$ cat config.mk
export PLATFORM = sky130hd
export DESIGN_NAME = asw_slave
export DESIGN_NICKNAME = d
export VERILOG_FILES = /design/src/hdl/asw_pkg.sv /design/src/hdl/asw_slave.sv
export SDC_FILE = /design/constraint.sdc
export NUM_CORES = 1
export LEC_CHECK = 0
export ABC_AREA = 1
export BUFFER_PORTS_ARGS = -buffer_cell sky130_fd_sc_hd__buf_2
export CELL_PAD_IN_SITES_DETAIL_PLACEMENT = 1
export CELL_PAD_IN_SITES_GLOBAL_PLACEMENT = 1
export CORE_MARGIN = 1
export CORE_UTILIZATION = 51
export CTS_CLUSTER_DIAMETER = 40
export DETAILED_ROUTE_END_ITERATION = 6
export GPL_ROUTABILITY_DRIVEN = 0
export PLACE_DENSITY_LB_ADDON = 0.1
export SYNTH_ARGS = -nofsm -noshare
export SYNTH_HDL_FRONTEND = slang
export SYNTH_SLANG_ARGS = --single-unit
$ cat constraint.sdc
create_clock -name clk -period 2.7 [get_ports clk]
set_input_delay 0.27 -clock clk [delete_from_list [all_inputs] [get_ports clk]]
set_output_delay 0.27 -clock clk [all_outputs]
set_load 0.005 [all_outputs]
$ cat src/hdl/asw_pkg.sv
// Constants for the addressable switch slave: command codes and slot timing.
// Assumes a 100 MHz clk; all times are converted to cycle counts here.
package asw_pkg;
  localparam int CLK_MHZ = 100;
  // Command bytes, sent least significant bit first
  localparam logic [7:0] CMD_READ_ID = 8'h33;
  localparam logic [7:0] CMD_MATCH = 8'h55;
  localparam logic [7:0] CMD_SEARCH = 8'hf0;
  localparam logic [7:0] CMD_SEARCH_ACT = 8'hec;
  localparam logic [7:0] CMD_SKIP = 8'hcc;
  // Times in microseconds
  localparam int T_RESET_MIN_US = 480;
  localparam int T_PRES_WAIT_US = 30;
  localparam int T_PRES_LEN_US = 120;
  localparam int T_SAMPLE_US = 30;
  localparam int T_RDHOLD_US = 45;
  // Cycle counts: whole microseconds times CLK_MHZ, so no rounding
  localparam int RESET_CYC = T_RESET_MIN_US * CLK_MHZ;
  localparam int PRES_WAIT_CYC = T_PRES_WAIT_US * CLK_MHZ;
  localparam int PRES_LEN_CYC = T_PRES_LEN_US * CLK_MHZ;
  localparam int SAMPLE_CYC = T_SAMPLE_US * CLK_MHZ;
  localparam int RDHOLD_CYC = T_RDHOLD_US * CLK_MHZ;
  localparam int CNT_W = 16;
  localparam int ID_BITS = 64;
  // Default identity code; value is arbitrary
  localparam logic [63:0] ID_DEFAULT = 64'h5a00_0000_0000_0112;
  typedef enum logic [2:0] {
    ASW_IDLE, ASW_PRES, ASW_CMD, ASW_READID, ASW_MATCH, ASW_LEVEL, ASW_SEARCH, ASW_SLEEP
  } asw_state_t;
endpackage : asw_pkg

$ cat src/hdl/asw_slave.sv
// Single-wire addressable switch slave: command layer and slot engine.
// Assumes an external pullup on the line and on the switch pin; line is open drain.
`timescale 1ns/1ns
// Functional notes
// Full match inverts the switch transistor
// Mismatch on match: sleep until reset
// After match, read slots report switch level
// Pin low sends 0, pin high 1
// Level reporting continues until bus reset
// Search command runs bitwise elimination over id
// Per bit: true, complement, then master write
// Differing written bit deselects for the search
// Lone survivor answers read slots with level
// Active search only when transistor on, pin low
// Skip command is not acted upon
// Only storage is fixed 64-bit identity
// Master reads identity as eight bytes
// Master sends identity LSB byte first
// Master reads level byte as ff/00
// Master repeats addressing to toggle again
// Master byte write is eight write slots
// Master byte read is eight read slots
// Master stops without presence pulse; bench skips only the command byte, later bytes and slots still go out
// Reset low at least 480 us
// Slots start at falling edge, 60 us
// Bytes travel least significant bit first
// Match command is 55h then identity
// Open-drain only, released after each slot
// Write slots sampled at fixed point
module asw_slave #(
  parameter logic [63:0] ID_CODE = asw_pkg::ID_DEFAULT,
  parameter int RESET_CYC = asw_pkg::RESET_CYC,
  parameter int PRES_WAIT_CYC = asw_pkg::PRES_WAIT_CYC,
  parameter int PRES_LEN_CYC = asw_pkg::PRES_LEN_CYC,
  parameter int SAMPLE_CYC = asw_pkg::SAMPLE_CYC,
  parameter int RDHOLD_CYC = asw_pkg::RDHOLD_CYC
) (
  // Clock and reset
  input wire logic clk,
  input wire logic rst_n,
  // Bus line, open drain
  input wire logic dq_in,
  output logic dq_out,
  output logic dq_oe_n,
  // Switch output pin, open drain
  input wire logic switch_output_pin_in,
  output logic switch_output_pin_out,
  output logic switch_output_pin_oe_n,
  // Status
  output logic switch_on,
  output logic selected
);
  // Line and switch pin synchronisers
  logic dq_s1, dq_s2, dq_prev, sw_s1, sw_s2;
  always_ff @(posedge clk or negedge rst_n) begin
    if (!rst_n) begin
      dq_s1 <= 1'b1;
      dq_s2 <= 1'b1;
      dq_prev <= 1'b1;
      sw_s1 <= 1'b1;
      sw_s2 <= 1'b1;
    end else begin
      dq_s1 <= dq_in;
      dq_s2 <= dq_s1;
      dq_prev <= dq_s2;
      sw_s1 <= switch_output_pin_in;
      sw_s2 <= sw_s1;
    end
  end

  wire fall = dq_prev && !dq_s2;

  // Low-time counter for bus reset detection
  logic [asw_pkg::CNT_W-1:0] low_cnt;
  logic bus_reset;
  always_ff @(posedge clk or negedge rst_n) begin
    if (!rst_n) begin
      low_cnt <= '0;
      bus_reset <= 1'b0;
    end else begin
      bus_reset <= 1'b0;
      if (dq_s2) begin
        if (low_cnt >= RESET_CYC[asw_pkg::CNT_W-1:0]) begin
          bus_reset <= 1'b1; // Reset ends on the rising edge
        end
        low_cnt <= '0;
      end else if (low_cnt != '1) begin
        low_cnt <= low_cnt + 1'b1;
      end
    end
  end

  // Slot timer: counts from each falling edge
  logic [asw_pkg::CNT_W-1:0] slot_cnt;
  logic in_slot;
  always_ff @(posedge clk or negedge rst_n) begin
    if (!rst_n) begin
      slot_cnt <= '0;
      in_slot <= 1'b0;
    end else if (fall) begin
      slot_cnt <= '0;
      in_slot <= 1'b1;
    end else if (in_slot) begin
      slot_cnt <= slot_cnt + 1'b1;
      if (slot_cnt == RDHOLD_CYC[asw_pkg::CNT_W-1:0]) begin
        in_slot <= 1'b0;
      end
    end
  end

  // Sampling point of a write slot; also the end of a read slot
  wire sample = in_slot && (slot_cnt == SAMPLE_CYC[asw_pkg::CNT_W-1:0]);
  wire bit_val = dq_s2;

  // Presence pulse timer
  logic [asw_pkg::CNT_W-1:0] pres_cnt;
  logic pres_busy, pres_drive;
  always_ff @(posedge clk or negedge rst_n) begin
    if (!rst_n) begin
      pres_cnt <= '0;
      pres_busy <= 1'b0;
      pres_drive <= 1'b0;
    end else if (bus_reset) begin
      pres_cnt <= '0;
      pres_busy <= 1'b1;
      pres_drive <= 1'b0;
    end else if (pres_busy) begin
      pres_cnt <= pres_cnt + 1'b1;
      if (pres_cnt == PRES_WAIT_CYC[asw_pkg::CNT_W-1:0]) begin
        pres_drive <= 1'b1;
      end
      if (pres_cnt == PRES_WAIT_CYC[asw_pkg::CNT_W-1:0] +
          PRES_LEN_CYC[asw_pkg::CNT_W-1:0]) begin
        pres_drive <= 1'b0;
        pres_busy <= 1'b0;
      end
    end
  end

  // Command state machine
  asw_pkg::asw_state_t state;
  logic [7:0] cmd_sh;
  logic [6:0] bit_idx;
  logic [1:0] phase; // Search: 0 true, 1 complement, 2 master write
  wire id_bit = ID_CODE[bit_idx[5:0]];
  wire sw_level = sw_s2;

  always_ff @(posedge clk or negedge rst_n) begin
    if (!rst_n) begin
      state <= asw_pkg::ASW_IDLE;
      cmd_sh <= 8'h00;
      bit_idx <= 7'h00;
      phase <= 2'h0;
      switch_on <= 1'b0;
    end else if (bus_reset) begin
      state <= asw_pkg::ASW_PRES;
      cmd_sh <= 8'h00;
      bit_idx <= 7'h00;
      phase <= 2'h0;
    end else begin
      unique case (state)
        asw_pkg::ASW_IDLE: begin
        end
        asw_pkg::ASW_PRES: begin
          if (!pres_busy) begin
            state <= asw_pkg::ASW_CMD;
          end
        end
        asw_pkg::ASW_CMD: begin
          if (sample) begin
            cmd_sh <= {bit_val, cmd_sh[7:1]};
            bit_idx <= bit_idx + 1'b1;
            if (bit_idx == 7'd7) begin
              bit_idx <= 7'h00;
              phase <= 2'h0;
              unique case ({bit_val, cmd_sh[7:1]})
                asw_pkg::CMD_READ_ID: state <= asw_pkg::ASW_READID;
                asw_pkg::CMD_MATCH: state <= asw_pkg::ASW_MATCH;
                asw_pkg::CMD_SEARCH: state <= asw_pkg::ASW_SEARCH;
                asw_pkg::CMD_SEARCH_ACT: begin
                  // Eligibility fixed once, when the command byte completes

                  state <= (switch_on && !sw_level) ? asw_pkg::ASW_SEARCH
                                                      : asw_pkg::ASW_SLEEP;
                end
                default: state <= asw_pkg::ASW_SLEEP;
              endcase
            end
          end
        end
        asw_pkg::ASW_READID: begin
          if (sample) begin
            bit_idx <= bit_idx + 1'b1;
            if (bit_idx == 7'd63) begin
              state <= asw_pkg::ASW_SLEEP;
            end
          end
        end
        asw_pkg::ASW_MATCH: begin
          if (sample) begin
            bit_idx <= bit_idx + 1'b1;
            if (bit_val != id_bit) begin
              state <= asw_pkg::ASW_SLEEP;
            end else if (bit_idx == 7'd63) begin
              switch_on <= !switch_on;
              state <= asw_pkg::ASW_LEVEL;
            end
          end
        end
        asw_pkg::ASW_SEARCH: begin
          if (sample) begin
            if (phase == 2'h2) begin
              phase <= 2'h0;
              bit_idx <= bit_idx + 1'b1;
              if (bit_val != id_bit) begin
                state <= asw_pkg::ASW_SLEEP;
              end else if (bit_idx == 7'd63) begin
                state <= asw_pkg::ASW_LEVEL;
              end
            end else begin
              phase <= phase + 1'b1;
            end
          end
        end
        asw_pkg::ASW_LEVEL: begin
        end
        asw_pkg::ASW_SLEEP: begin
        end
      endcase
    end
  end

  // Bit the device offers in the current read slot, if any
  logic tx_en, tx_bit;
  always_comb begin
    tx_en = 1'b0;
    tx_bit = 1'b1;
    unique case (state)
      asw_pkg::ASW_READID: begin
        tx_en = 1'b1;
        tx_bit = id_bit;
      end
      asw_pkg::ASW_SEARCH: begin
        tx_en = (phase != 2'h2);
        tx_bit = (phase == 2'h0) ? id_bit : !id_bit;
      end
      asw_pkg::ASW_LEVEL: begin
        tx_en = 1'b1;
        tx_bit = sw_level;
      end
      default: begin
        tx_en = 1'b0;
        tx_bit = 1'b1;
      end
    endcase
  end

  // Slot pulldown registered so the pin never glitches
  logic slot_drive;
  always_ff @(posedge clk or negedge rst_n) begin
    if (!rst_n) begin
      slot_drive <= 1'b0;
    end else if (fall && tx_en && !tx_bit) begin
      slot_drive <= 1'b1;
    end else if (!in_slot || sample || bus_reset) begin
      slot_drive <= 1'b0;
    end
  end

  // Open-drain outputs: data low, enable active low while pulling
  assign dq_out = 1'b0;
  assign dq_oe_n = !(pres_drive || slot_drive);
  assign switch_output_pin_out = 1'b0;
  assign switch_output_pin_oe_n = !switch_on;
  assign selected = (state == asw_pkg::ASW_LEVEL);
endmodule : asw_slave

==> summary.log <==
qor: flow_run.cap_violations 0
qor: finish.layout-drive-gt1-share 0.108
qor: global_route.grt_pass1_vias 4188
qor: critical_path.critical_path_class reg2reg
qor: synthesis.synth_top_family_by_area simple AND/OR/NAND/NOR gates
qor: synthesis.synth-edff-count 0
qor: global_route.grt_pass1_wl 19.9 mm
qor: power_and_ir_drop.cellLeakagePower 0.00222 µW
qor: timing.min_period_over_period 0.768
qor: synthesis.synth_area_in_xor_xnor 0.00599
qor: placed_design.placed_area 0.00452 mm²
qor: finish.layout.nets 600
qor: synthesis.yosys.cell_count.top_type sky130_fd_sc_hd__nand2_1
qor: floorplan.num_io_pins 10
qor: critical_path.category_of_the_worst_setup_path_capture_point flop
qor: critical_path.cp_max_fo 14
qor: floorplan.rows 33
qor: global_route.met1_global_route_usage 0.373
qor: min_path.hold_crit_class in2async
qor: synthesis.synth_cell_types 43
qor: synthesis.yosysTopAreaCell sky130_fd_sc_hd__dfrtp_1
qor: synthesis.ys_seq_elements 78
qor: synthesis.synthFlopType sky130_fd_sc_hd__dfrtp_1
qor: timing.final_hold_viol_count 0
qor: timing.setup_viol 0
qor: placed_design.dpl_worst_slack 0.740 ns
qor: floorplan.core_area 0.00826 mm²
qor: timing.post-route-min-period 2.07 ns
qor: floorplan.area_enclosed_by_the_die_boundary 0.00897 mm²
qor: run_status.outcome complete, no violations
qor: detailed_routing.detail_route.first_pass.iterations 4
qor: global_route.pin_count_of_the_biggest_net_entering_global_routing 79
qor: power_and_ir_drop.vdd.ir_drop.worst 0.336 mV
qor: timing.final.setup.tns 0 ns
qor: global_route.initial_antenna_violation_count 0
qor: global_route.grt_util_overall 0.284
qor: detailed_routing.drtAntennaViolNets 0
qor: synthesis.post_synth_and_or_nand_nor_area_fraction 0.309
qor: synthesis.synth.top_cells.by_count sky130_fd_sc_hd__nand2_1, sky130_fd_sc_hd__inv_1, sky130_fd_sc_hd__dfrtp_1, sky130_fd_sc_hd__nor2_1, sky130_fd_sc_hd__nand3_1
qor: synthesis.compound_gate_portion_of_the_synthesized_area 0.126
qor: detailed_routing.violation_count_after_the_first_detailed_route_iteration 117
qor: synthesis.synth_sequential_area_ratio 0.447
qor: clock_tree.clock_tree.htree_level_count 3
qor: clock_tree.cts_setup_buffers 0
qor: clock_tree.tritoncts done
qor: global_route.overflow 0
qor: timing.worst_pin_slew 1.00 ns
qor: synthesis.post_synth_inst_count 574
qor: floorplan.floorplan.initialDensity 0.531
qor: synthesis.synth.area.top_cells sky130_fd_sc_hd__dfrtp_1, sky130_fd_sc_hd__nand2_1, sky130_fd_sc_hd__inv_1, sky130_fd_sc_hd__nor2_1, sky130_fd_sc_hd__nand3_1
qor: global_route.gr-usage-met3 0.0346
qor: clock_tree.cts-buffers-inserted 9
qor: critical_path.critPathLaunchType flop
qor: clock_tree.cts-root-buf sky130_fd_sc_hd__clkbuf_8
qor: synthesis.yosysTopAreaCellShare 0.417
qor: power_and_ir_drop.p_per_area 477 mW/mm²
qor: timing.timing.fmax 0.482 GHz
qor: global_route.grt_busiest_layer met2
qor: synthesis.syn-cell-area 0.00439 mm²
qor: finish.final_design_area_no_fill 0.00473 mm²
qor: timing.fin_skew 0.0155 ns
qor: synthesis.synth_async_sr_flop_share 1.00
qor: critical_path.worstPathRequired 3.00 ns
qor: clock_tree.cts_buffer_depth 2
qor: finish.syn_to_final_growth 7.93%
qor: timing.slew_violations 0
qor: floorplan.die_height 94.7 µm
qor: global_route.met2_usage 0.492
qor: clock_tree.cts.clk_slew.worst_paths 0.09 ns
qor: detailed_routing.drc_errors 0
qor: finish.num_antenna_cells 0
qor: detailed_routing.routed_wl 11.7 mm
qor: synthesis.synth.mux.area_fraction 0
qor: finish.final_core_util 0.573
qor: clock_tree.cts.sinks 78
qor: placed_design.io_buffer_count 7
qor: detailed_routing.dr_total_vias 3996
qor: floorplan.die_w 94.7 µm
qor: timing.final.setup.worst_slack 0.626 ns
qor: synthesis.yosys_warnings 0
qor: detailed_routing.detail_route.wl_per_cell 16.8 µm
qor: critical_path.cp.arrival 2.38 ns
qor: clock_tree.clk_latency 0.36 ns
qor: synthesis.average_cell_area_after_synthesis 7.64 µm²
qor: placed_design.detailedPlacementHpwl 8.30 mm
qor: timing.max_slew_margin 0.333
qor: detailed_routing.detail_route.vias_per_cell 5.73
qor: timing.grt_setup_unrepaired no
qor: synthesis.adder_cell_share_of_the_synthesized_area 0.0257
-- where the power goes --
group | leakage (µW) | switching (µW) | total [µW] | internal [µW]
registers | 0.00106 | 37.1 | 1240 | 1200
logic | 0.00107 | 90.0 | 127 | 37.3
clock network | 0.0000818 | 466 | 894 | 428
total | 0.00222 | 593 | 2260 | 1670
-- state kept, by name (all words and copies together), names as in the netlist --
| signal | count |
|---|---|
| pres_cnt | 16 |
| in_slot | 1 |
| sw_s1 | 1 |
| phase | 2 |
| state | 3 |
| slot_cnt | 16 |
| dq_s1 | 1 |
| dq_prev | 1 |
| bit_idx | 7 |
| switch_on | 1 |
| pres_drive | 1 |
| slot_drive | 1 |
| bit_val | 1 |
| low_cnt | 16 |
| sw_level | 1 |
| cmd_sh | 7 |
| bus_reset | 1 |
| pres_busy | 1 |
-- routing by layer --
metal  wire length (µm)  share of wire  up-vias
li1                   -              -     1922
met1               5490           0.47     2005
met2               5810           0.50       56
met3                251          0.021       13
met4                135          0.012        0
met5                  0              0        -
-- placed cells by master (no fill, tap or decap), types with 2 or more instances in the layout --
cell / instances
sky130_fd_sc_hd__a211oi_1: 2
sky130_fd_sc_hd__nor4_1: 4
sky130_fd_sc_hd__nand3_1: 49
sky130_fd_sc_hd__nand4_1: 21
sky130_fd_sc_hd__nand3_2: 3
sky130_fd_sc_hd__clkbuf_1: 2
sky130_fd_sc_hd__buf_4: 2
sky130_fd_sc_hd__dfrtp_1: 73
sky130_fd_sc_hd__nor2_4: 3
sky130_fd_sc_hd__nand2_1: 99
sky130_fd_sc_hd__dfstp_2: 5
sky130_fd_sc_hd__nand2_2: 5
sky130_fd_sc_hd__xor2_1: 2
sky130_fd_sc_hd__nand2_4: 3
sky130_fd_sc_hd__o22ai_1: 7
sky130_fd_sc_hd__nor3_2: 4
sky130_fd_sc_hd__clkbuf_8: 9
sky130_fd_sc_hd__a31oi_1: 3
sky130_fd_sc_hd__dlygate4sd3_1: 2
sky130_fd_sc_hd__o21a_1: 2
sky130_fd_sc_hd__buf_2: 6
sky130_fd_sc_hd__nor3_1: 15
sky130_fd_sc_hd__o21ai_1: 3
sky130_fd_sc_hd__inv_1: 75
sky130_fd_sc_hd__clkinvlp_4: 4
sky130_fd_sc_hd__o31ai_1: 3
sky130_fd_sc_hd__nor2_2: 4
sky130_fd_sc_hd__inv_2: 8
sky130_fd_sc_hd__conb_1: 2
sky130_fd_sc_hd__a21oi_1: 37
sky130_fd_sc_hd__nor2_1: 71
sky130_fd_sc_hd__o21ai_0: 41
sky130_fd_sc_hd__ha_1: 9
-- metrics by stage --
step	hold WS (ns)	total power (µW)	std cells
2_1_floorplan	-0.0256	1320	575
3_3_place_gp	0.346	1380	679
3_5_place_dp	0.350	1390	679
4_1_cts	0.00654	2260	696
5_1_grt	0.161	2340	697
6_report	0.0847	2260	697
-- worst paths after layout --
check / from / endpoint / slack [ns] / cells after the start
hold / removal: rst_n / cmd_sh[4] / 0.08 / 1
setup / recovery: bus_reset / state[2] / 0.63 / 10
max in group asynchronous: rst_n / pres_cnt[8] / 1.98 / 1
hold reg to reg: sw_s1 / sw_level / 0.36 / 0
min in group clk: sw_s1 / sw_level / 0.36 / 0
setup reg to reg: bus_reset / state[2] / 0.63 / 10
-- layout make-up --
| cell class | instances | area (µm²) |
|---|---|---|
| clock inverters | 5 | 60.1 |
| repair buffers | 10 | 65.1 |
| well taps | 105 | 131 |
| flip-flops and latches | 78 | 1960 |
| fillers | 1055 | 3520 |
| inverters | 86 | 330 |
| multi-input cells | 402 | 2060 |
| clock buffers | 11 | 131 |
-- critical path, cell delays in order (launching register included) --
cell,delay [ns]
sky130_fd_sc_hd__dfrtp_1,0.61
sky130_fd_sc_hd__inv_1,0.35
sky130_fd_sc_hd__o21ai_0,0.16
sky130_fd_sc_hd__nor2_1,0.08
sky130_fd_sc_hd__nor2_1,0.17
sky130_fd_sc_hd__nand3_1,0.12
sky130_fd_sc_hd__nor2_1,0.11
sky130_fd_sc_hd__nand2_1,0.06
sky130_fd_sc_hd__nor2_1,0.19
sky130_fd_sc_hd__nand2_1,0.08
sky130_fd_sc_hd__nand2_1,0.07
-- repair_timing --
item,4_1_cts,5_1_grt
resized for setup,0,0
hold buffers,1,1
endpoints found under the hold margin,1,1
-- cell families after synthesis --
family                   after synthesis
adder cells (fa/ha/maj)                9
AND/OR/NAND/NOR                      286
AO/OA/AOI/OAI                        102
other                                  1
flip-flops                            78
buffers and inverters                 95
XOR/XNOR                               3
Note: power is estimated with default switching activity, not from simulation.
